==> config.mk <==
export PLATFORM = sky130hd
export DESIGN_NAME = rgc_gain_ctrl
export DESIGN_NICKNAME = d
export VERILOG_FILES = /design/src/shared/rgc_pkg.sv /design/src/rtl/rgc_gain_ctrl.sv /design/src/rtl/rgc_decimator.sv
export SDC_FILE = /design/constraint.sdc
export NUM_CORES = 1
export LEC_CHECK = 0
export ABC_AREA = 1
export BUFFER_PORTS_ARGS = -buffer_cell sky130_fd_sc_hd__buf_2
export CAP_MARGIN = 20
export CORE_MARGIN = 4
export CORE_UTILIZATION = 60
export CTS_CLUSTER_SIZE = 24
export DETAILED_ROUTE_END_ITERATION = 8
export PLACE_DENSITY = 0.87
export SLEW_MARGIN = 20
export SYNTH_ARGS = -nofsm -noshare
export SYNTH_HDL_FRONTEND = slang
export SYNTH_SLANG_ARGS = --single-unit
==> constraint.sdc <==
create_clock -name mclk -period 5.3 [get_ports mclk]
set_clock_uncertainty 0.15 [all_clocks]
set_input_delay 1.325 -clock mclk [delete_from_list [all_inputs] [get_ports mclk]]
set_output_delay 1.325 -clock mclk [all_outputs]
set_load 0.01 [all_outputs]
==> src/shared/rgc_pkg.sv <==
// constants and types shared by the receiver gain control block
package rgc_pkg;

  // register byte offsets
  localparam logic [7:0] CFG_OFF       = 8'h00;
  localparam logic [7:0] THRESH_OFF    = 8'h04;
  localparam logic [7:0] IPWAIT_OFF    = 8'h08;
  localparam logic [7:0] BW_OFF        = 8'h0c;
  localparam logic [7:0] DGCTRL_OFF    = 8'h10;
  localparam logic [7:0] STATUS_OFF    = 8'h14;
  localparam logic [7:0] STRENGTH_OFF  = 8'h18;

  // configuration and status register field positions
  localparam int GAINSEL_LSB   = 0;
  localparam int AUTORST_BIT   = 3;
  localparam int PKTMODE_BIT   = 4;
  localparam int AFCAUTO_BIT   = 5;
  localparam int RESTART_BIT   = 7;
  localparam int AFCBW_LSB     = 8;
  localparam int DG_EN_BIT     = 5;
  localparam int DG_NORMAL_BIT = 4;
  localparam int ST_STATE_LSB  = 4;
  localparam int ST_DGAIN_LSB  = 8;

  // reset values
  localparam logic [2:0] GAINSEL_RST  = 3'h0;
  localparam logic [7:0] THRESH_RST   = 8'hff;
  localparam logic [7:0] IPWAIT_RST   = 8'h00;
  localparam logic [7:0] CHBW_RST     = 8'h34;
  localparam logic [7:0] AFCBW_RST    = 8'h36;
  localparam logic [7:0] DGCTRL_RST   = 8'h30;

  // gain select codes
  localparam logic [2:0] GAIN_AUTO    = 3'h0;
  localparam logic [2:0] GAIN_MAX     = 3'h1;
  localparam logic [2:0] GAIN_MIN     = 3'h6;
  localparam logic [2:0] GAIN_RSVD    = 3'h7;

  // timing counts, in bit periods and samples
  localparam int ACQ_BITS      = 2;
  localparam int CONSEC_HITS   = 2;

  // reference level terms in dB, strength scale in 0.5 dB units
  localparam int THERMAL_DBM   = -174;
  localparam int NOISE_FIG_DB  = 7;
  localparam int DEMOD_SNR_DB  = 8;
  localparam int FADE_MARG_DB  = 5;
  localparam int FLOOR_DBM     = -128;
  localparam int NUM_THRESH    = 5;
  localparam int DGAIN_STEP_HD = 12;

  typedef enum logic [2:0] {
    RGC_IDLE, RGC_WAIT, RGC_SELECT, RGC_HOLD, RGC_DRAIN, RGC_DELAY
  } rgc_state_t;

endpackage

==> src/rtl/rgc_gain_ctrl.sv <==
// receiver gain loop, digital gain tracker and register slave
`timescale 1ns/1ps

// Behaviour
// - gain select 000 automatic, 001..110 fixed max..-48 dB, 111 reserved
// - gain select resets to automatic
// - on receive enable wait for two consecutive samples above threshold
// - then pick one of six gain steps without software
// - chosen step frozen for the packet and readable as applied gain
// - packet mode, auto restart off: keep step for next packet
// - auto restart on: after FIFO empties and wait, return to waiting
// - writing one to restart receive forces waiting and new selection
// - continuous mode keeps step until software restarts receive
// - with automatic AFC, AFC bandwidth used during AFC and selection
// - reference is -174 + 7 + 8 + 10log(2*bandwidth) + 5 dBm
// - five ascending thresholds map input power onto six steps
// - digital gain readjusted every two bit periods, even if frozen
// - tracker works in continuous and both packet operations
// - one-bit I and Q streams decimated and filtered
// - strength value in 0.5 dB units, acquired over two bit periods
// - strength value readable only above the threshold
module rgc_gain_ctrl
  import rgc_pkg::*;
#(
  parameter int DEC_LOG2  = 4,
  parameter int TH_OFF1   = 10,
  parameter int TH_OFF2   = 16,
  parameter int TH_OFF3   = 24,
  parameter int TH_OFF4   = 36,
  parameter int TH_OFF5   = 48,
  parameter int DG_TGT_HI = 200,
  parameter int DG_TGT_LO = 180
) (
  input  wire logic        mclk,
  input  wire logic        reset_n,
  input  wire logic        clkEn,
  input  wire logic [7:0]  s_axi_awaddr,
  input  wire logic        s_axi_awvalid,
  output logic             s_axi_awready,
  input  wire logic [31:0] s_axi_wdata,
  input  wire logic [3:0]  s_axi_wstrb,
  input  wire logic        s_axi_wvalid,
  output logic             s_axi_wready,
  output logic [1:0]       s_axi_bresp,
  output logic             s_axi_bvalid,
  input  wire logic        s_axi_bready,
  input  wire logic [7:0]  s_axi_araddr,
  input  wire logic        s_axi_arvalid,
  output logic             s_axi_arready,
  output logic [31:0]      s_axi_rdata,
  output logic [1:0]       s_axi_rresp,
  output logic             s_axi_rvalid,
  input  wire logic        s_axi_rready,
  input  wire logic        rxEnable,
  input  wire logic        bitTick,
  input  wire logic        packetDone,
  input  wire logic        fifoEmpty,
  input  wire logic        sdIPin,
  input  wire logic        sdQPin,
  output logic [2:0]       lnaGainQ,
  output logic             afcBwSelQ,
  output logic [3:0]       digGainQ,
  output logic             waitingQ
);

  localparam int SW = DEC_LOG2 + 2;

  rgc_state_t stateQ, stateD;
  logic [2:0]  gainSelQ;
  logic        autoRstQ, pktModeQ, afcAutoQ, restartQ;
  logic [7:0]  threshQ, ipWaitQ, chBwQ, afcBwQ, dgCtrlQ;
  logic [2:0]  autoGainQ;
  logic [7:0]  strengthQ;
  logic        strengthVldQ;
  logic [15:0] accQ;
  logic        acqPhaseQ;
  logic [1:0]  hitCntQ;
  logic [7:0]  delayCntQ;
  logic [1:0]  syncIQ, syncQQ;
  logic signed [SW-1:0] decI, decQ;
  logic        decIVld, decQVld;
  logic [SW-1:0] magI, magQ;
  logic        awHaveQ, wHaveQ, doWrite;
  logic [7:0]  awAddrQ;
  logic [31:0] wDataQ;
  logic [3:0]  wStrbQ;
  logic        above, restartSet;
  logic signed [11:0] refDbm;
  logic [2:0]  pickStep;
  logic [31:0] rdMux;
  logic        rdErr;

  // pins cross into mclk through two flops
  always_ff @(posedge mclk or negedge reset_n)
  begin
    if (!reset_n)
    begin
      syncIQ <= 2'h0;
      syncQQ <= 2'h0;
    end
    else if (clkEn)
    begin
      syncIQ <= {syncIQ[0], sdIPin};
      syncQQ <= {syncQQ[0], sdQPin};
    end
  end

  rgc_decimator #(.DEC_LOG2(DEC_LOG2)) decIInst (
    .mclk(mclk), .reset_n(reset_n), .clkEn(clkEn),
    .bitIn(syncIQ[1]), .sampleQ(decI), .validQ(decIVld));
  rgc_decimator #(.DEC_LOG2(DEC_LOG2)) decQInst (
    .mclk(mclk), .reset_n(reset_n), .clkEn(clkEn),
    .bitIn(syncQQ[1]), .sampleQ(decQ), .validQ(decQVld));

  assign magI = decI[SW-1] ? SW'(-decI) : SW'(decI);
  assign magQ = decQ[SW-1] ? SW'(-decQ) : SW'(decQ);

  // two bit periods of amplitude, saturated to 0.5 dB units
  always_ff @(posedge mclk or negedge reset_n)
  begin
    if (!reset_n)
    begin
      accQ         <= '0;
      acqPhaseQ    <= 1'b0;
      strengthQ    <= '0;
      strengthVldQ <= 1'b0;
    end
    else if (clkEn)
    begin
      strengthVldQ <= 1'b0;
      if (bitTick)
      begin
        acqPhaseQ <= ~acqPhaseQ;
        if (acqPhaseQ)
        begin
          accQ         <= '0;
          strengthQ    <= (|accQ[15:8]) ? 8'hff : accQ[7:0];
          strengthVldQ <= 1'b1;
        end
      end
      else if (decIVld && decQVld && !(&accQ))
      begin
        accQ <= accQ + 16'(magI) + 16'(magQ);
      end
    end
  end

  assign above = strengthQ > threshQ;

  // reference level from the bandwidth term in use
  assign refDbm = 12'(THERMAL_DBM + NOISE_FIG_DB + DEMOD_SNR_DB
                      + FADE_MARG_DB)
                  + 12'(afcBwSelQ ? afcBwQ : chBwQ);

  // count thresholds passed, one step per band
  always_comb
  begin
    int th [NUM_THRESH];
    int pinHd;
    pickStep = GAIN_MAX;
    th[0] = TH_OFF1;
    th[1] = TH_OFF2;
    th[2] = TH_OFF3;
    th[3] = TH_OFF4;
    th[4] = TH_OFF5;
    pinHd = int'(strengthQ);
    for (int k = 0; k < NUM_THRESH; k++)
    begin
      if (pinHd > 2 * (int'(refDbm) + th[k] - FLOOR_DBM))
        pickStep = pickStep + 3'h1;
    end
  end

  // gain loop sequence
  always_comb
  begin
    stateD = stateQ;
    case (stateQ)
      RGC_IDLE:
        if (rxEnable)
          stateD = RGC_WAIT;
      RGC_WAIT:
        if (strengthVldQ && above && hitCntQ == 2'(CONSEC_HITS - 1))
          stateD = RGC_SELECT;
      RGC_SELECT:
        stateD = RGC_HOLD;
      // step kept unless auto restart applies
      RGC_HOLD:
        if (pktModeQ && autoRstQ && packetDone)
          stateD = RGC_DRAIN;
      // wait for the FIFO to empty, then the inter-packet wait
      RGC_DRAIN:
        if (fifoEmpty)
          stateD = RGC_DELAY;
      RGC_DELAY:
        if (delayCntQ == 8'h00)
          stateD = RGC_WAIT;
      default:
        stateD = RGC_IDLE;
    endcase
    if (restartQ && stateQ != RGC_IDLE)
      stateD = RGC_WAIT;
    if (!rxEnable)
      stateD = RGC_IDLE;
  end

  always_ff @(posedge mclk or negedge reset_n)
  begin
    if (!reset_n)
    begin
      stateQ    <= RGC_IDLE;
      hitCntQ   <= 2'h0;
      delayCntQ <= 8'h00;
      autoGainQ <= GAIN_MAX;
    end
    else if (clkEn)
    begin
      stateQ <= stateD;
      if (stateQ != RGC_WAIT || stateD != RGC_WAIT)
        hitCntQ <= 2'h0;
      else if (strengthVldQ)
        hitCntQ <= above ? hitCntQ + 2'h1 : 2'h0;
      if (stateQ == RGC_DRAIN)
        delayCntQ <= ipWaitQ;
      else if (stateQ == RGC_DELAY && bitTick && delayCntQ != 8'h00)
        delayCntQ <= delayCntQ - 8'h01;
      if (stateQ == RGC_SELECT)
        autoGainQ <= pickStep;
    end
  end

  // drive the front-end gain, AFC bandwidth and wait status
  always_ff @(posedge mclk or negedge reset_n)
  begin
    if (!reset_n)
    begin
      lnaGainQ  <= GAIN_MAX;
      afcBwSelQ <= 1'b0;
      waitingQ  <= 1'b0;
    end
    else if (clkEn)
    begin
      // fixed codes pass, automatic and reserved use the loop
      if (gainSelQ == GAIN_AUTO || gainSelQ == GAIN_RSVD)
        lnaGainQ <= (stateQ == RGC_SELECT) ? pickStep
                    : (stateD == RGC_HOLD) ? autoGainQ : lnaGainQ;
      else
        lnaGainQ <= gainSelQ;
      // AFC bandwidth during waiting and selection
      afcBwSelQ <= afcAutoQ
                   && (stateD == RGC_WAIT || stateD == RGC_SELECT);
      waitingQ  <= stateD == RGC_WAIT;
    end
  end

  // tracker steps on each two-bit strength update
  always_ff @(posedge mclk or negedge reset_n)
  begin
    if (!reset_n)
      digGainQ <= 4'h0;
    else if (clkEn)
    begin
      if (!dgCtrlQ[DG_EN_BIT])
        digGainQ <= 4'h0;
      else if (strengthVldQ)
      begin
        // low index mode aims lower to leave headroom for offset
        if (int'(strengthQ) + DGAIN_STEP_HD * int'(digGainQ)
            > (dgCtrlQ[DG_NORMAL_BIT] ? DG_TGT_HI : DG_TGT_LO)
            && digGainQ != 4'h0)
          digGainQ <= digGainQ - 4'h1;
        else if (int'(strengthQ) + DGAIN_STEP_HD * int'(digGainQ)
                 < DG_TGT_LO - DGAIN_STEP_HD && digGainQ != 4'hf)
          digGainQ <= digGainQ + 4'h1;
      end
    end
  end

  // write address and data taken in either order
  assign doWrite = awHaveQ && wHaveQ && !s_axi_bvalid;
  assign restartSet = doWrite && awAddrQ == CFG_OFF && wStrbQ[0]
                      && wDataQ[RESTART_BIT];

  always_ff @(posedge mclk or negedge reset_n)
  begin
    if (!reset_n)
    begin
      awHaveQ       <= 1'b0;
      wHaveQ        <= 1'b0;
      awAddrQ       <= 8'h00;
      wDataQ        <= 32'h0;
      wStrbQ        <= 4'h0;
      s_axi_awready <= 1'b0;
      s_axi_wready  <= 1'b0;
      s_axi_bvalid  <= 1'b0;
      s_axi_bresp   <= 2'h0;
    end
    else if (clkEn)
    begin
      if (s_axi_awvalid && s_axi_awready)
      begin
        awHaveQ       <= 1'b1;
        awAddrQ       <= s_axi_awaddr;
        s_axi_awready <= 1'b0;
      end
      else if (!awHaveQ && !s_axi_bvalid)
        s_axi_awready <= 1'b1;
      if (s_axi_wvalid && s_axi_wready)
      begin
        wHaveQ       <= 1'b1;
        wDataQ       <= s_axi_wdata;
        wStrbQ       <= s_axi_wstrb;
        s_axi_wready <= 1'b0;
      end
      else if (!wHaveQ && !s_axi_bvalid)
        s_axi_wready <= 1'b1;
      if (doWrite)
      begin
        awHaveQ      <= 1'b0;
        wHaveQ       <= 1'b0;
        s_axi_bvalid <= 1'b1;
        s_axi_bresp  <= (awAddrQ > DGCTRL_OFF || awAddrQ[1:0] != 2'h0)
                        ? 2'h2 : 2'h0;
      end
      else if (s_axi_bvalid && s_axi_bready)
        s_axi_bvalid <= 1'b0;
    end
  end

  // configuration registers
  always_ff @(posedge mclk or negedge reset_n)
  begin
    if (!reset_n)
    begin
      gainSelQ <= GAINSEL_RST;
      autoRstQ <= 1'b0;
      pktModeQ <= 1'b0;
      afcAutoQ <= 1'b0;
      threshQ  <= THRESH_RST;
      ipWaitQ  <= IPWAIT_RST;
      chBwQ    <= CHBW_RST;
      afcBwQ   <= AFCBW_RST;
      dgCtrlQ  <= DGCTRL_RST;
    end
    else if (clkEn && doWrite)
    begin
      if (awAddrQ == CFG_OFF && wStrbQ[0])
      begin
        gainSelQ <= wDataQ[GAINSEL_LSB +: 3];
        autoRstQ <= wDataQ[AUTORST_BIT];
        pktModeQ <= wDataQ[PKTMODE_BIT];
        afcAutoQ <= wDataQ[AFCAUTO_BIT];
      end
      if (awAddrQ == THRESH_OFF && wStrbQ[0])
        threshQ <= wDataQ[7:0];
      if (awAddrQ == IPWAIT_OFF && wStrbQ[0])
        ipWaitQ <= wDataQ[7:0];
      if (awAddrQ == BW_OFF && wStrbQ[0])
        chBwQ <= wDataQ[7:0];
      if (awAddrQ == BW_OFF && wStrbQ[1])
        afcBwQ <= wDataQ[AFCBW_LSB +: 8];
      if (awAddrQ == DGCTRL_OFF && wStrbQ[0])
        dgCtrlQ <= wDataQ[7:0];
    end
  end

  // self-clearing restart, a new write wins over the clear
  always_ff @(posedge mclk or negedge reset_n)
  begin
    if (!reset_n)
      restartQ <= 1'b0;
    else if (clkEn)
    begin
      if (restartSet)
        restartQ <= 1'b1;
      else if (stateQ == RGC_WAIT)
        restartQ <= 1'b0;
    end
  end

  // read data mux
  always_comb
  begin
    rdMux = 32'h0;
    rdErr = 1'b0;
    case (s_axi_araddr)
      CFG_OFF:
        rdMux = {24'h0, restartQ, 1'b0, afcAutoQ, pktModeQ, autoRstQ,
                 gainSelQ};
      THRESH_OFF:   rdMux = {24'h0, threshQ};
      IPWAIT_OFF:   rdMux = {24'h0, ipWaitQ};
      BW_OFF:       rdMux = {16'h0, afcBwQ, chBwQ};
      DGCTRL_OFF:   rdMux = {24'h0, dgCtrlQ};
      STATUS_OFF:
        rdMux = {20'h0, digGainQ, 1'b0, stateQ, 1'b0, lnaGainQ};
      STRENGTH_OFF: rdMux = {24'h0, above ? strengthQ : 8'h00};
      default:      rdErr = 1'b1;
    endcase
  end

  always_ff @(posedge mclk or negedge reset_n)
  begin
    if (!reset_n)
    begin
      s_axi_arready <= 1'b0;
      s_axi_rvalid  <= 1'b0;
      s_axi_rdata   <= 32'h0;
      s_axi_rresp   <= 2'h0;
    end
    else if (clkEn)
    begin
      if (s_axi_arvalid && s_axi_arready)
      begin
        s_axi_arready <= 1'b0;
        s_axi_rvalid  <= 1'b1;
        s_axi_rdata   <= rdMux;
        s_axi_rresp   <= rdErr ? 2'h2 : 2'h0;
      end
      else if (s_axi_rvalid && s_axi_rready)
        s_axi_rvalid <= 1'b0;
      else if (!s_axi_rvalid)
        s_axi_arready <= 1'b1;
    end
  end

endmodule // rgc_gain_ctrl

==> src/rtl/rgc_decimator.sv <==
// one-bit sigma-delta stream decimator, ones count over a block
`timescale 1ns/1ps
module rgc_decimator
  import rgc_pkg::*;
#(
  parameter int DEC_LOG2 = 4
) (
  input  wire logic                mclk,
  input  wire logic                reset_n,
  input  wire logic                clkEn,
  input  wire logic                bitIn,
  output logic signed [DEC_LOG2+1:0] sampleQ,
  output logic                     validQ
);

  logic [DEC_LOG2-1:0] phaseQ;
  logic [DEC_LOG2:0]   onesQ;
  logic [DEC_LOG2:0]   onesD;

  assign onesD = onesQ + {{DEC_LOG2{1'b0}}, bitIn};

  // block sum mapped to a signed value centred on zero
  always_ff @(posedge mclk or negedge reset_n)
  begin
    if (!reset_n)
    begin
      phaseQ  <= '0;
      onesQ   <= '0;
      sampleQ <= '0;
      validQ  <= 1'b0;
    end
    else if (clkEn)
    begin
      phaseQ <= phaseQ + 1'b1;
      validQ <= &phaseQ;
      if (&phaseQ)
      begin
        onesQ   <= '0;
        // half a full block is zero, so both rails read as strong
        sampleQ <= $signed({1'b0, onesD})
                   - $signed({3'b001, {(DEC_LOG2-1){1'b0}}});
      end
      else
      begin
        onesQ <= onesD;
      end
    end
  end

endmodule // rgc_decimator

# Yosys cells after proc, flatten, opt, wreduce, memory -nomap -nowiden
# Index checks and enable logic that the tools add are counted.
# word_totals
output_inout_bits	50
elab_cells	263
register_bits	203
inputBits	66
# classes
reduce_logical	91
n_eq_ne	29
n_bitwise	1
n_addsub	30
magnitude_cmp	9
mul	1
muxes	57
# op_table
operator	count
16-bit case mux with 7 select lines	1
9-bit by 13-bit > comparator with 1-bit output	5
11-bit by 8-bit subtractor with 12-bit output, second input constant	5
16-bit 2-to-1 mux	3
2-bit AND reduction	22
8-bit 2-to-1 mux	5
3-bit 2-to-1 mux	13
16-bit by 6-bit adder with 16-bit output	2
8-bit by 4-bit == test with 1-bit output, second input constant	4
8-bit by 5-bit == test with 1-bit output, second input constant	4
32-bit by 9-bit > comparator with 1-bit output	1
1-bit logical AND	31
8-bit logical NOT	3
10-bit by 6-bit adder with 11-bit output, second input constant	2
10-bit by 7-bit adder with 11-bit output, second input constant	2
2-bit nonzero test	11
1-bit 2-to-1 mux	19
3-bit case mux with 6 select lines	1
8-bit by 3-bit == test with 1-bit output, second input constant	2
4-bit 2-to-1 mux	4
16-bit AND reduction	1
3-bit by 1-bit adder with 3-bit output, second input constant	4
4-bit by 1-bit adder with 4-bit output, second input constant	3
3-bit by 2-bit == test with 1-bit output, second input constant	4
37 further kinds	66

# Depth between registers and ports, before layout
# Gate-level depths: netlist of run 1.
# depth
ltp_word	16
mapped_depth	35
ltp_nobuf	33

# Cells and area by module
# From an unflattened synthesis of run 1, not the netlist that was laid out.
# unflattened
hier_cells	1471
area_unflattened_um2	11577.4
# modules_own_cells
module	cells_each	area_each_um2	seq_area_each_um2	n_inst
rgc_gain_ctrl	1299	9973.3	3852.4	1
rgc_decimator	86	802.0	400.4	2

# Least setup slack after synthesis of run 1
# No wires, ideal clock.
# synth_timing
path_type	reg2reg
startpoint	register afcBwSelQ
endpoint	register autoGainQ[1]
path_buffers	2
path_stages_with_launch	34
t_required_ns	5.022
t_arrival_ns	4.263
setup_slack_ns	0.760
setup_time_ns	0.128
path_cell_list	dfrtp_1 inv_2 buf_6 nand2_2 nand2_2 ha_1 inv_1 nand3_4 nand2_1 nand2_1 buf_6 inv_1 ha_1 inv_1 nand2_1 xnor2_1 ha_1 nand3_1 inv_1 nand2_1 a21oi_1 nand2_1 nor2_1 nand3_2 nand2_1 inv_1 fa_1 inv_1 nand2_1 nand2_1 ha_1 or2_1 nand3_1 o21ai_1
# synth_between
elab_chain_len	14
word_cells_on_any_way	26
classes_between	add/sub (15); order compare (5); mux (6)
# synth_lines
item	line	rtl
from (decl)	rgc_gain_ctrl.sv:61	output logic afcBwSelQ,
from (signal assigned)	rgc_gain_ctrl.sv:250	afcBwSelQ <= afcAutoQ
8-bit 2-to-1 mux (*)	rgc_gain_ctrl.sv:153	+ 12'(afcBwSelQ ? afcBwQ : chBwQ);
9-bit by 9-bit adder with 10-bit output (*)	rgc_gain_ctrl.sv:153	
10-bit by 5-bit adder with 11-bit output	rgc_gain_ctrl.sv:169	if (pinHd > 2 * (int'(refDbm) + th[k] - FLOOR_DBM))
11-bit by 8-bit subtractor with 12-bit output	rgc_gain_ctrl.sv:169	
9-bit by 13-bit > comparator with 1-bit output	rgc_gain_ctrl.sv:169	
2-bit 2-to-1 mux	rgc_gain_ctrl.sv:169	
3-bit by 1-bit adder with 3-bit output	rgc_gain_ctrl.sv:170	pickStep = pickStep + 3'h1;
3-bit 2-to-1 mux	rgc_gain_ctrl.sv:169	
3-bit by 1-bit adder with 3-bit output	rgc_gain_ctrl.sv:170	
3-bit 2-to-1 mux	rgc_gain_ctrl.sv:169	
3-bit by 1-bit adder with 3-bit output	rgc_gain_ctrl.sv:170	
3-bit 2-to-1 mux	rgc_gain_ctrl.sv:169	
3-bit by 1-bit adder with 3-bit output	rgc_gain_ctrl.sv:170	
3-bit 2-to-1 mux (*)	rgc_gain_ctrl.sv:169	
to (signal assigned)	rgc_gain_ctrl.sv:228	autoGainQ <= pickStep;
to (decl)	rgc_gain_ctrl.sv:72	logic [2:0] autoGainQ;
# Mark *: on every way between the ends. The rest lies on a longest branch, timed or not.
# A chain may end at the register's enable or synchronous reset.

# Final worst setup path of run 1
# layout_timing
startpoint	register afcBwQ[1]
endpoint	register lnaGainQ[1]
# layout_between
elab_chain_len	16
word_cells_on_any_way	28
classes_between	add/sub (15); order compare (5); mux (8)
# layout_lines
item	line	rtl
from (decl)	rgc_gain_ctrl.sv:71	logic [7:0] threshQ, ipWaitQ, chBwQ, afcBwQ, dgCtrlQ;
from (signal assigned)	rgc_gain_ctrl.sv:361	afcBwQ <= wDataQ[AFCBW_LSB +: 8];
8-bit 2-to-1 mux (*)	rgc_gain_ctrl.sv:153	
9-bit by 9-bit adder with 10-bit output (*)	rgc_gain_ctrl.sv:153	
10-bit by 5-bit adder with 11-bit output	rgc_gain_ctrl.sv:169	
11-bit by 8-bit subtractor with 12-bit output	rgc_gain_ctrl.sv:169	
9-bit by 13-bit > comparator with 1-bit output	rgc_gain_ctrl.sv:169	
2-bit 2-to-1 mux	rgc_gain_ctrl.sv:169	
3-bit by 1-bit adder with 3-bit output	rgc_gain_ctrl.sv:170	
3-bit 2-to-1 mux	rgc_gain_ctrl.sv:169	
3-bit by 1-bit adder with 3-bit output	rgc_gain_ctrl.sv:170	
3-bit 2-to-1 mux	rgc_gain_ctrl.sv:169	
3-bit by 1-bit adder with 3-bit output	rgc_gain_ctrl.sv:170	
3-bit 2-to-1 mux	rgc_gain_ctrl.sv:169	
3-bit by 1-bit adder with 3-bit output	rgc_gain_ctrl.sv:170	
3-bit 2-to-1 mux (*)	rgc_gain_ctrl.sv:169	
3-bit 2-to-1 mux (*)	rgc_gain_ctrl.sv:245	lnaGainQ <= (stateQ == RGC_SELECT) ? pickStep
3-bit 2-to-1 mux (*)	rgc_gain_ctrl.sv:244	if (gainSelQ == GAIN_AUTO || gainSelQ == GAIN_RSVD)
to (signal assigned)	rgc_gain_ctrl.sv:245	
to (signal assigned)	rgc_gain_ctrl.sv:248	lnaGainQ <= gainSelQ;
to (decl)	rgc_gain_ctrl.sv:60	output logic [2:0] lnaGainQ,
# Marked as above.

==> results.txt, run 1 <==
Clk pin slew, worst setup/hold paths: 0.07 ns
Final worst-path cycle share: 0.909
Die ar.: 21700 um^2
Flop-to-flop setup slack: 0.48 ns
Final count of negative-setup-slack endpoints: 0
IO buf count: 79
Post-route DRC violation count: 0
Final hold slack: 0.327 ns
Routed via count: 10300
Final #Nets: 1703
Syn Area/Cell: 7.95 um^2
Worst Path Arrival: 5.00 ns
CTS Sinks: 185
DRT antenna net count: 0
P_leak: 6.58 nW
Layout cells sized above 1: 0.126
Total CTS buffers: 17
GRT Total Usage: 0.266
EDFF count, synth: 0
PD cells: 463 nW/um^2
Hold EP: syncQQ[0]$_DFFE_PN0P_
Wirelength, routed: 28600 um
First-pass GRT wire length: 47100 um
Initial antenna violation count: 1
Sequential fraction of the synthesis area: 0.400
Max cap viols: 0
Seq cells post-synth: 185
Post-CTS setup buffers: 0
Initial Util: 0.615
Most frequent cells in the layout: nand2_1, inv_1, dfrtp_1
Clock buffer depth: 2
Die Wd: 147 um
DRT iter0 DRCs: 703
1st-pass router iterations: 6
Startpoint types: register
CTS tree: yes
Hpwl dp: 21200 um
Core Footprint: 18900 um^2
CP required: 5.48 ns
Sum Neg Setup Slack: 0 ns
Slowest CP cell: dfstp_2
R2R cell count: 31
Yosys warns: 0
Largest net degree at the start of global routing: 122
Ys flop type: dfrtp_1
Max stage delay on crit path: 0.53 ns
Gr ovfl total: 0
Die H: 147 um
RSZ-0062 raised after global routing: false
Most common cell after layout, fill and taps aside: nand2_1
Area grow syn2layout: 10.1%
Rel. slew slack: 0.350
Crit path max fanout: 6
Reg-to-Reg Start: afcBwQ[1]$_DFFE_PN1P_
Synth unique cells: 60
Worst-Margin Slew: 0.974 ns
Async SR Flop Fraction: 1.00
Achievable Freq: 208 MHz
RePlAce Congestion: 0.967
Reg2reg end: lnaGainQ[1]$_DFFE_PN0P_
Vias in the first global route: 9726
Final Hold Vio Count: 0
Synthesized cell area: 11600 um^2
Instance count of the mapped netlist: 1463
Clock Latency Late Sink: 0.44 ns
DR vias/cell: 5.65
DR WL/cell: 15.7 um
Htree depth: 4
Kind of critical path: register to register
Setup crit end kind: register
Period minus WS final: 4.82 ns
Cell depth of the worst hold path: 2
Max Slew Vio Count: 0
Site Rows: 50
Boundary pin count: 116
Hold Crit Start: syncQQ[0]$_DFFE_PN0P_
Post-layout total power: 0.00593 W
HP Class: register to register
VDD IR max: 0.265 mV
Cell seen most often among critical-path stages: nand2_1
Status: complete, no violations
Root buf cell: clkbuf_16
## worst max-delay path, delay by kind of cell, from the launching register on
family	cells	cell delay [ns]
simple gates	16	1.68
xor+xnor	1	0.08
fa+ha+maj	5	1.51
buf+inv	7	0.60
compound gates	2	0.19
flops	1	0.53
## where the power goes
group	leakage, nW	internal, W	switching, W
combinational	4.00	0.000965	0.00161
sequential	2.32	0.00178	0.000352
clock	0.264	0.000668	0.000563
total	6.58	0.00341	0.00252
## what timing repair did
| item | 4_1_cts | 5_1_grt |
|---|---|---|
| hold buffers | 0 | 0 |
| gates resized for setup | 0 | 4 |
| endpoints found under the setup margin | 0 | 4 |
## layout make-up
cell class              instances  area (um^2)
diodes                          1         2.50
fillers                      1505         6090
flip-flops and latches        185         4650
clock buffers                  18          439
inverters                     205          774
well taps                     260          325
repair buffers                 89          479
clock inverters                14          135
multi-input cells            1043         6000
## worst max path at each step
| stage | from | endpoint | depth (start not counted) |
|---|---|---|---|
| 2_1_floorplan | afcBwSelQ$_DFFE_PN0P_ | autoGainQ[1]$_DFFE_PN0P_ | 33 |
| 3_3_place_gp | afcBwSelQ$_DFFE_PN0P_ | autoGainQ[1]$_DFFE_PN0P_ | 31 |
| 3_5_place_dp | afcBwSelQ$_DFFE_PN0P_ | lnaGainQ[1]$_DFFE_PN0P_ | 31 |
| 4_1_cts | afcBwSelQ$_DFFE_PN0P_ | lnaGainQ[1]$_DFFE_PN0P_ | 31 |
| 5_1_grt | afcBwQ[1]$_DFFE_PN1P_ | lnaGainQ[1]$_DFFE_PN0P_ | 31 |
| 6_report | afcBwQ[1]$_DFFE_PN1P_ | lnaGainQ[1]$_DFFE_PN0P_ | 31 |
## cell usage after synthesis (6+ instances only)
cell type / instances / area share
dfrtp_1: 166 / 0.36
buf_4: 18 / 0.012
a21oi_1: 66 / 0.028
xnor2_1: 6 / 0.0045
nand3_1: 94 / 0.040
nor2_1: 92 / 0.030
ha_1: 85 / 0.091
nand2_1: 341 / 0.11
clkbuf_1: 21 / 0.0068
a21o_1: 7 / 0.0045
o211ai_1: 6 / 0.0039
nand2_2: 19 / 0.010
fa_1: 11 / 0.019
nor3_1: 21 / 0.0090
xor2_1: 26 / 0.020
o21ai_0: 143 / 0.062
a221oi_1: 9 / 0.0068
dfstp_2: 19 / 0.043
o21a_1: 7 / 0.0045
a31oi_1: 6 / 0.0032
o22ai_1: 10 / 0.0054
nand2_4: 7 / 0.0068
inv_1: 197 / 0.064
nand4_1: 19 / 0.010
## layer usage
metal,up-vias,global-route usage,wire [um]
li1,4945,-,-
met1,4823,0.349,11900
met2,417,0.440,13700
met3,75,0.0395,2070
met4,0,0.117,964
met5,-,0,0
## flip-flops by register name (all words and copies together), names as in the netlist, 8 cells and up
signal,count
s_axi_rdata,16
wDataQ,16
dgCtrlQ,8
strengthQ,8
chBwQ,8
delayCntQ,8
threshQ,8
afcBwQ,8
ipWaitQ,8
accQ,16
awAddrQ,8
## stage by stage
step	util	worst slack, ns	std cells	cell area, um^2
finish	0.678	0.482	1815	12800
global route	0.678	0.0173	1815	12800
CTS	0.677	0.366	1814	12800
detailed placement	0.647	0.435	1782	12200
global placement	0.647	0.505	1782	12200
floorplan	-	0.760	1480	11700
## cells by family (layout without fill, tap and decap cells)
| family | Yosys count | count (layout) | synth area share |
|---|---|---|---|
| AND/OR/NAND/NOR | 616 | 616 | 0.236 |
| flip-flops | 185 | 185 | 0.400 |
| other | 1 | 19 | 0.000322 |
| AO/OA/AOI/OAI | 280 | 280 | 0.138 |
| buffers and inverters | 252 | 326 | 0.0903 |
| XOR/XNOR | 32 | 32 | 0.0241 |
| multiplexers | 1 | 1 | 0.000968 |
| adder cells (fa/ha/maj) | 96 | 96 | 0.110 |
Power figures use the tool's default switching activity.
==> inputs of run 2 (changes only) <==
--- a/config.mk
+++ b/config.mk
@@ -5,13 +5,14 @@
 export SDC_FILE = /design/constraint.sdc
 export NUM_CORES = 1
 export LEC_CHECK = 0
-export ABC_AREA = 1
+export ABC_AREA = 0
 export BUFFER_PORTS_ARGS = -buffer_cell sky130_fd_sc_hd__buf_2
 export CAP_MARGIN = 20
 export CORE_MARGIN = 4
 export CORE_UTILIZATION = 60
 export CTS_CLUSTER_SIZE = 24
 export DETAILED_ROUTE_END_ITERATION = 8
+export MAX_ROUTING_LAYER = met4
 export PLACE_DENSITY = 0.87
 export SLEW_MARGIN = 20
 export SYNTH_ARGS = -nofsm -noshare
==> results.txt, run 2 <==
Synthesized cell area: 11600 um^2
Routed via count: 9377
Initial antenna violation count: 0
First-pass GRT wire length: 47700 um
CP required: 5.48 ns
Initial Util: 0.616
Achievable Freq: 194 MHz
Vias in the first global route: 9415
Site Rows: 50
Die Wd: 147 um
Inst Count DP: 1482
Final worst-path cycle share: 0.974
Seq cells post-synth: 185
Flop-to-flop setup slack: 0.14 ns
Wirelength, routed: 29400 um
Worst-Margin Slew: 0.964 ns
Final Hold Vio Count: 0
Biggest regs: accQ (16), s_axi_rdata (16), wDataQ (16)
Gr ovfl total: 0
Finished Cell Area: 13100 um^2
HP Class: register to register
Final #Nets: 1409
IO buf count: 79
EDFF count, synth: 0
Die ar.: 21700 um^2
Yosys warns: 0
Hold EP: s_axi_rdata[10]$_DFFE_PN0P_
Sequential fraction of the synthesis area: 0.400
Clock buffer depth: 2
DRT iter0 DRCs: 801
R2R cell count: 21
Clock Latency Late Sink: 0.44 ns
DR WL/cell: 19.3 um
Largest net degree at the start of global routing: 133
Total CTS buffers: 17
Area leader, netlist: dfrtp_1
Worst Path Arrival: 5.35 ns
Sum Neg Setup Slack: 0 ns
Post-route DRC violation count: 0
Status: complete, no violations
Max Slew Vio Count: 0
Htree depth: 4
N_diodes: 0
Final count of negative-setup-slack endpoints: 0
Crit. Startpoint: afcBwSelQ$_DFFE_PN0P_
Startpoint types: register
Die H: 147 um
Ys flop type: dfrtp_1
Main area contributors after synthesis: dfrtp_1, ha_1, mux2_2, dfstp_2, nand2_1
Reg2reg end: lnaGainQ[2]$_DFFE_PN0P_
Period minus WS final: 5.16 ns
Instance count of the mapped netlist: 1154
Core Footprint: 18900 um^2
GRT Total Usage: 0.282
Crit path max fanout: 15
RePlAce Congestion: 0.931
Most common cell in the netlist: dfrtp_1
Syn Area/Cell: 10.1 um^2
Hpwl dp: 21100 um
Filler instances: 1390
Cell depth of the worst hold path: 2
Async SR Flop Fraction: 1.00
Setup WS post-layout: 0.136 ns
Reg-to-Reg Start: afcBwSelQ$_DFFE_PN0P_
Root buf cell: clkbuf_16
Kind of critical path: register to register
Setup crit end kind: register
Hold Crit Start: s_axi_rdata[10]$_DFFE_PN0P_
Rel. slew slack: 0.358
Most common cell after layout, fill and taps aside: dfrtp_1
Layout cells sized above 1: 0.243
Clk pin slew, worst setup/hold paths: 0.08 ns
Post-synth top cells: dfrtp_1, nand2_1, mux2_2, ha_1, inv_1
DR vias/cell: 6.17
Count of non-filler cells in the finished layout: 1520
Area fraction of the dominant cell type after synthesis: 0.357
CTS tree: yes
CTS Sinks: 185
Util after Layout: 0.693
DRT antenna net count: 0
Most frequent cells in the layout: dfrtp_1, nand2_1, mux2_2
P_leak: 6.11 nW
PD cells: 455 nW/um^2
1st-pass router iterations: 6
Max cap viols: 0
Synth unique cells: 89
VDD IR max: 0.319 mV
Area grow syn2layout: 12.5%
Dpl ws: -0.0232 ns
Placed cell area: 12400 um^2
Boundary pin count: 116
[run 2: changes by cell type after synthesis, sizes merged, moves of 22 or more]
cell   change
nand2    -261
inv      -133
mux2      +92
o21ai     -83
nand3     -56
nor2      -39
xnor2     +22
[run 2: where the power goes]
group	leakage, nW	switching, W	internal [W]
combinational	3.50	0.00131	0.00115
clock	0.292	0.000597	0.000733
sequential	2.33	0.000418	0.00176
[run 2: cell type report]
| cell class | count | area (um^2) | share of cell area |
|---|---|---|---|
| Clock buffer | 19 | 453 | 0.0346 |
| Clock inverter | 13 | 159 | 0.0121 |
| Inverter | 69 | 259 | 0.0198 |
| Multi-Input combinational cell | 860 | 6560 | 0.501 |
| Sequential cell | 185 | 4650 | 0.356 |
| Tap cell | 260 | 325 | 0.0249 |
| Timing Repair Buffer | 114 | 681 | 0.0520 |
[run 2: logic make-up (layout without fill, tap and decap cells)]
kind of cell,count (synthesis),in the layout,synth area share
AO/OA/AOI/OAI,263,263,0.155
XOR/XNOR,51,51,0.0390
adder cells (fa/ha/maj),96,96,0.110
buffers and inverters,126,215,0.0478
flip-flops,185,185,0.400
multiplexers,109,109,0.105
other,1,18,0.000322
AND/OR/NAND/NOR,323,323,0.142
[run 2: per-stage QoR]
stage	total power [W]	hold WS (ns)
after floorplan	0.00388	0.298
after global placement	0.00438	0.309
after detailed placement	0.00456	0.316
after CTS	0.00591	0.332
after global routing	0.00638	0.355
final	0.00596	0.325
[run 2: repair_timing]
| action | 4_1_cts | 5_1_grt |
|---|---|---|
| setup buffers | 0 | 6 |
| endpoints found under the setup margin | 1 | 4 |
| hold buffers | 0 | 0 |
| pin swaps | 0 | 8 |
| resized for setup | 2 | 11 |
[run 2: how the worst max path moves through the flow]
stage	slack, ns	endpoint
finish	0.14	lnaGainQ[2]$_DFFE_PN0P_
global route	-0.05	lnaGainQ[2]$_DFFE_PN0P_
CTS	0.04	lnaGainQ[2]$_DFFE_PN0P_
detailed placement	-0.02	lnaGainQ[2]$_DFFE_PN0P_
global placement	0.14	lnaGainQ[2]$_DFFE_PN0P_
floorplan	0.01	lnaGainQ[2]$_DFFE_PN0P_
[run 2: routing by layer]
layer	vias to the layer above	wire length, um	GRT usage
li1	4304	-	-
met2	371	14400	0.460
met1	4611	11500	0.336
met3	91	2460	0.0746
met5	-	0	-
met4	0	1110	0.112
[run 2: worst max-delay path, stage by stage, from the launching register on]
cell and delay (ns):
dfrtp_2 0.43, buf_4 0.29, mux2i_1 0.43, inv_1 0.13, ha_1 0.27, a211oi_4 0.33, nor2_2 0.08, xnor2_1 0.21
ha_1 0.27, nand4_1 0.12, a21oi_2 0.05, o32a_4 0.39, a221oi_2 0.24, o21ai_1 0.11, o21a_1 0.15, inv_1 0.08
fa_1 0.47, xnor2_2 0.17, ha_2 0.21, a31o_2 0.21, mux2i_2 0.18, nor3_2 0.07
==> inputs of run 3 (changes only) <==
--- a/config.mk
+++ b/config.mk
@@ -6,7 +6,7 @@
 export NUM_CORES = 1
 export LEC_CHECK = 0
 export ABC_AREA = 0
-export BUFFER_PORTS_ARGS = -buffer_cell sky130_fd_sc_hd__buf_2
+export BUFFER_PORTS_ARGS = -buffer_cell sky130_fd_sc_hd__clkbuf_2
 export CAP_MARGIN = 20
 export CORE_MARGIN = 4
 export CORE_UTILIZATION = 60
==> results.txt, run 3 (synthesis results as in run 2) <==
Die H: 147 um
VDD IR max: 0.331 mV
Most frequent cells in the layout: dfrtp_1, nand2_1, mux2_2
Die ar.: 21700 um^2
Clk pin slew, worst setup/hold paths: 0.07 ns
Crit path cell chain: mux2i_2, ha_2, and4b_2, nor3_4, nor2_4, inv_1, ha_1, a21o_1, xnor2_2, ha_1, nand4_1, a21oi_2, o32a_2, a221oi_2, o21ai_1, o21a_1, inv_1, fa_2, xnor2_2, ha_2, a31o_2, mux2i_2, nor3_2
IO buf count: 79
Initial Util: 0.616
Final Hold Vio Count: 0
Core Footprint: 18900 um^2
Die Wd: 147 um
Bufs and invs on worst path: 2
Setup crit end kind: register
PD cells: 459 nW/um^2
Final worst-path cycle share: 0.965
Gr ovfl total: 0
Dpl ws: -0.0442 ns
Kind of critical path: register to register
Max stage delay on crit path: 0.59 ns
Status: complete, no violations
Vias in the first global route: 9449
P_leak: 6.11 nW
Slowest CP cell: dfstp_2
Biggest regs: accQ (16), s_axi_rdata (16), wDataQ (16)
Root buf cell: clkbuf_16
CTS tree: yes
Achievable Freq: 195 MHz
Setup WS post-layout: 0.184 ns
GRT Total Usage: 0.283
N_diodes: 0
Max Slew Vio Count: 0
Period minus WS final: 5.12 ns
Final #Nets: 1407
Total CTS buffers: 17
CP required: 5.48 ns
Crit path max fanout: 5
First-pass GRT wire length: 47800 um
Htree depth: 4
Most common cell after layout, fill and taps aside: dfrtp_1
Post-CTS Hold Fix Bufs: 0
DRT antenna net count: 0
Critical path's top delay family: adder cells
Site Rows: 50
Finished Cell Area: 13100 um^2
Clock buffer depth: 2
Util after Layout: 0.692
Final hold slack: 0.332 ns
DR vias/cell: 6.21
Placed cell area: 12400 um^2
RePlAce Congestion: 0.913
Worst-Margin Slew: 0.949 ns
Boundary pin count: 116
Wirelength, routed: 29700 um
RSZ-0062 raised after global routing: true
Post-route DRC violation count: 0
Routed via count: 9423
Initial antenna violation count: 0
Hpwl dp: 21300 um
Final count of negative-setup-slack endpoints: 0
Worst Path Arrival: 5.29 ns
Rel. slew slack: 0.367
Clock Latency Late Sink: 0.44 ns
Startpoint types: register
DR WL/cell: 19.6 um
Area grow syn2layout: 12.3%
CTS Sinks: 185
Largest net degree at the start of global routing: 124
DRT iter0 DRCs: 932
Max cap viols: 0
Layout cells sized above 1: 0.242
HP Class: register to register
Flop-to-flop setup slack: 0.18 ns
1st-pass router iterations: 6
==> run 3: area by class of cell <==
| class | count | area (um^2) |
|---|---|---|
| timing repair buffer | 112 | 652 |
| sequential | 185 | 4660 |
| inverter | 69 | 259 |
| clock buffer | 22 | 474 |
| tap | 260 | 325 |
| clock inverter | 10 | 159 |
| fill | 1401 | 5820 |
| multi-input combinational | 860 | 6550 |
==> run 3: tightest hold or removal path, cell delays in order (launching register included) <==
cell,delay (ns)
dfrtp_1,0.35
nand2_1,0.04
o21ai_0,0.06
==> run 3: worst paths after layout <==
kind | startpoint | endpoint | cells after the start
setup / recovery | afcBwQ[1]$_DFFE_PN1P_ | lnaGainQ[2]$_DFFE_PN0P_ | 23
min in group asynchronous | reset_n | awAddrQ[1]$_DFFE_PN0P_ | 1
max in group asynchronous | reset_n | afcBwQ[2]$_DFFE_PN1P_ | 2
setup reg to reg | afcBwQ[1]$_DFFE_PN1P_ | lnaGainQ[2]$_DFFE_PN0P_ | 23
hold / removal | s_axi_rdata[4]$_DFFE_PN0P_ | s_axi_rdata[4]$_DFFE_PN0P_ | 2
hold reg to reg | s_axi_rdata[4]$_DFFE_PN0P_ | s_axi_rdata[4]$_DFFE_PN0P_ | 2
==> run 3: metal layers <==
metal,GRT usage,share of wire
met5,-,0
met4,0.110,0.031
met3,0.0478,0.073
met2,0.462,0.49
met1,0.354,0.40
==> run 3: stage by stage <==
step / setup TNS (ns) / total power [W] / instances
after global routing: -0.0311 / 0.00642 / 1518
final: 0 / 0.00600 / 1518
after floorplan: 0 / 0.00388 / 1171
after detailed placement: -0.0442 / 0.00458 / 1483
after CTS: 0 / 0.00597 / 1515
after global placement: 0 / 0.00439 / 1483
==> run 3: what timing repair did <==
item	in CTS	in global routing
setup endpoints to repair	2	5
resized for setup	4	10
cloned	0	0
pin swaps	0	6
buffers inserted	0	3
==> run 3: power breakdown <==
part	total (W)	internal [W]	switching (W)
Combinational	0.00245	0.00114	0.00131
Clock	0.00136	0.000792	0.000573
Sequential	0.00218	0.00176	0.000422
Total	0.00600	0.00369	0.00231
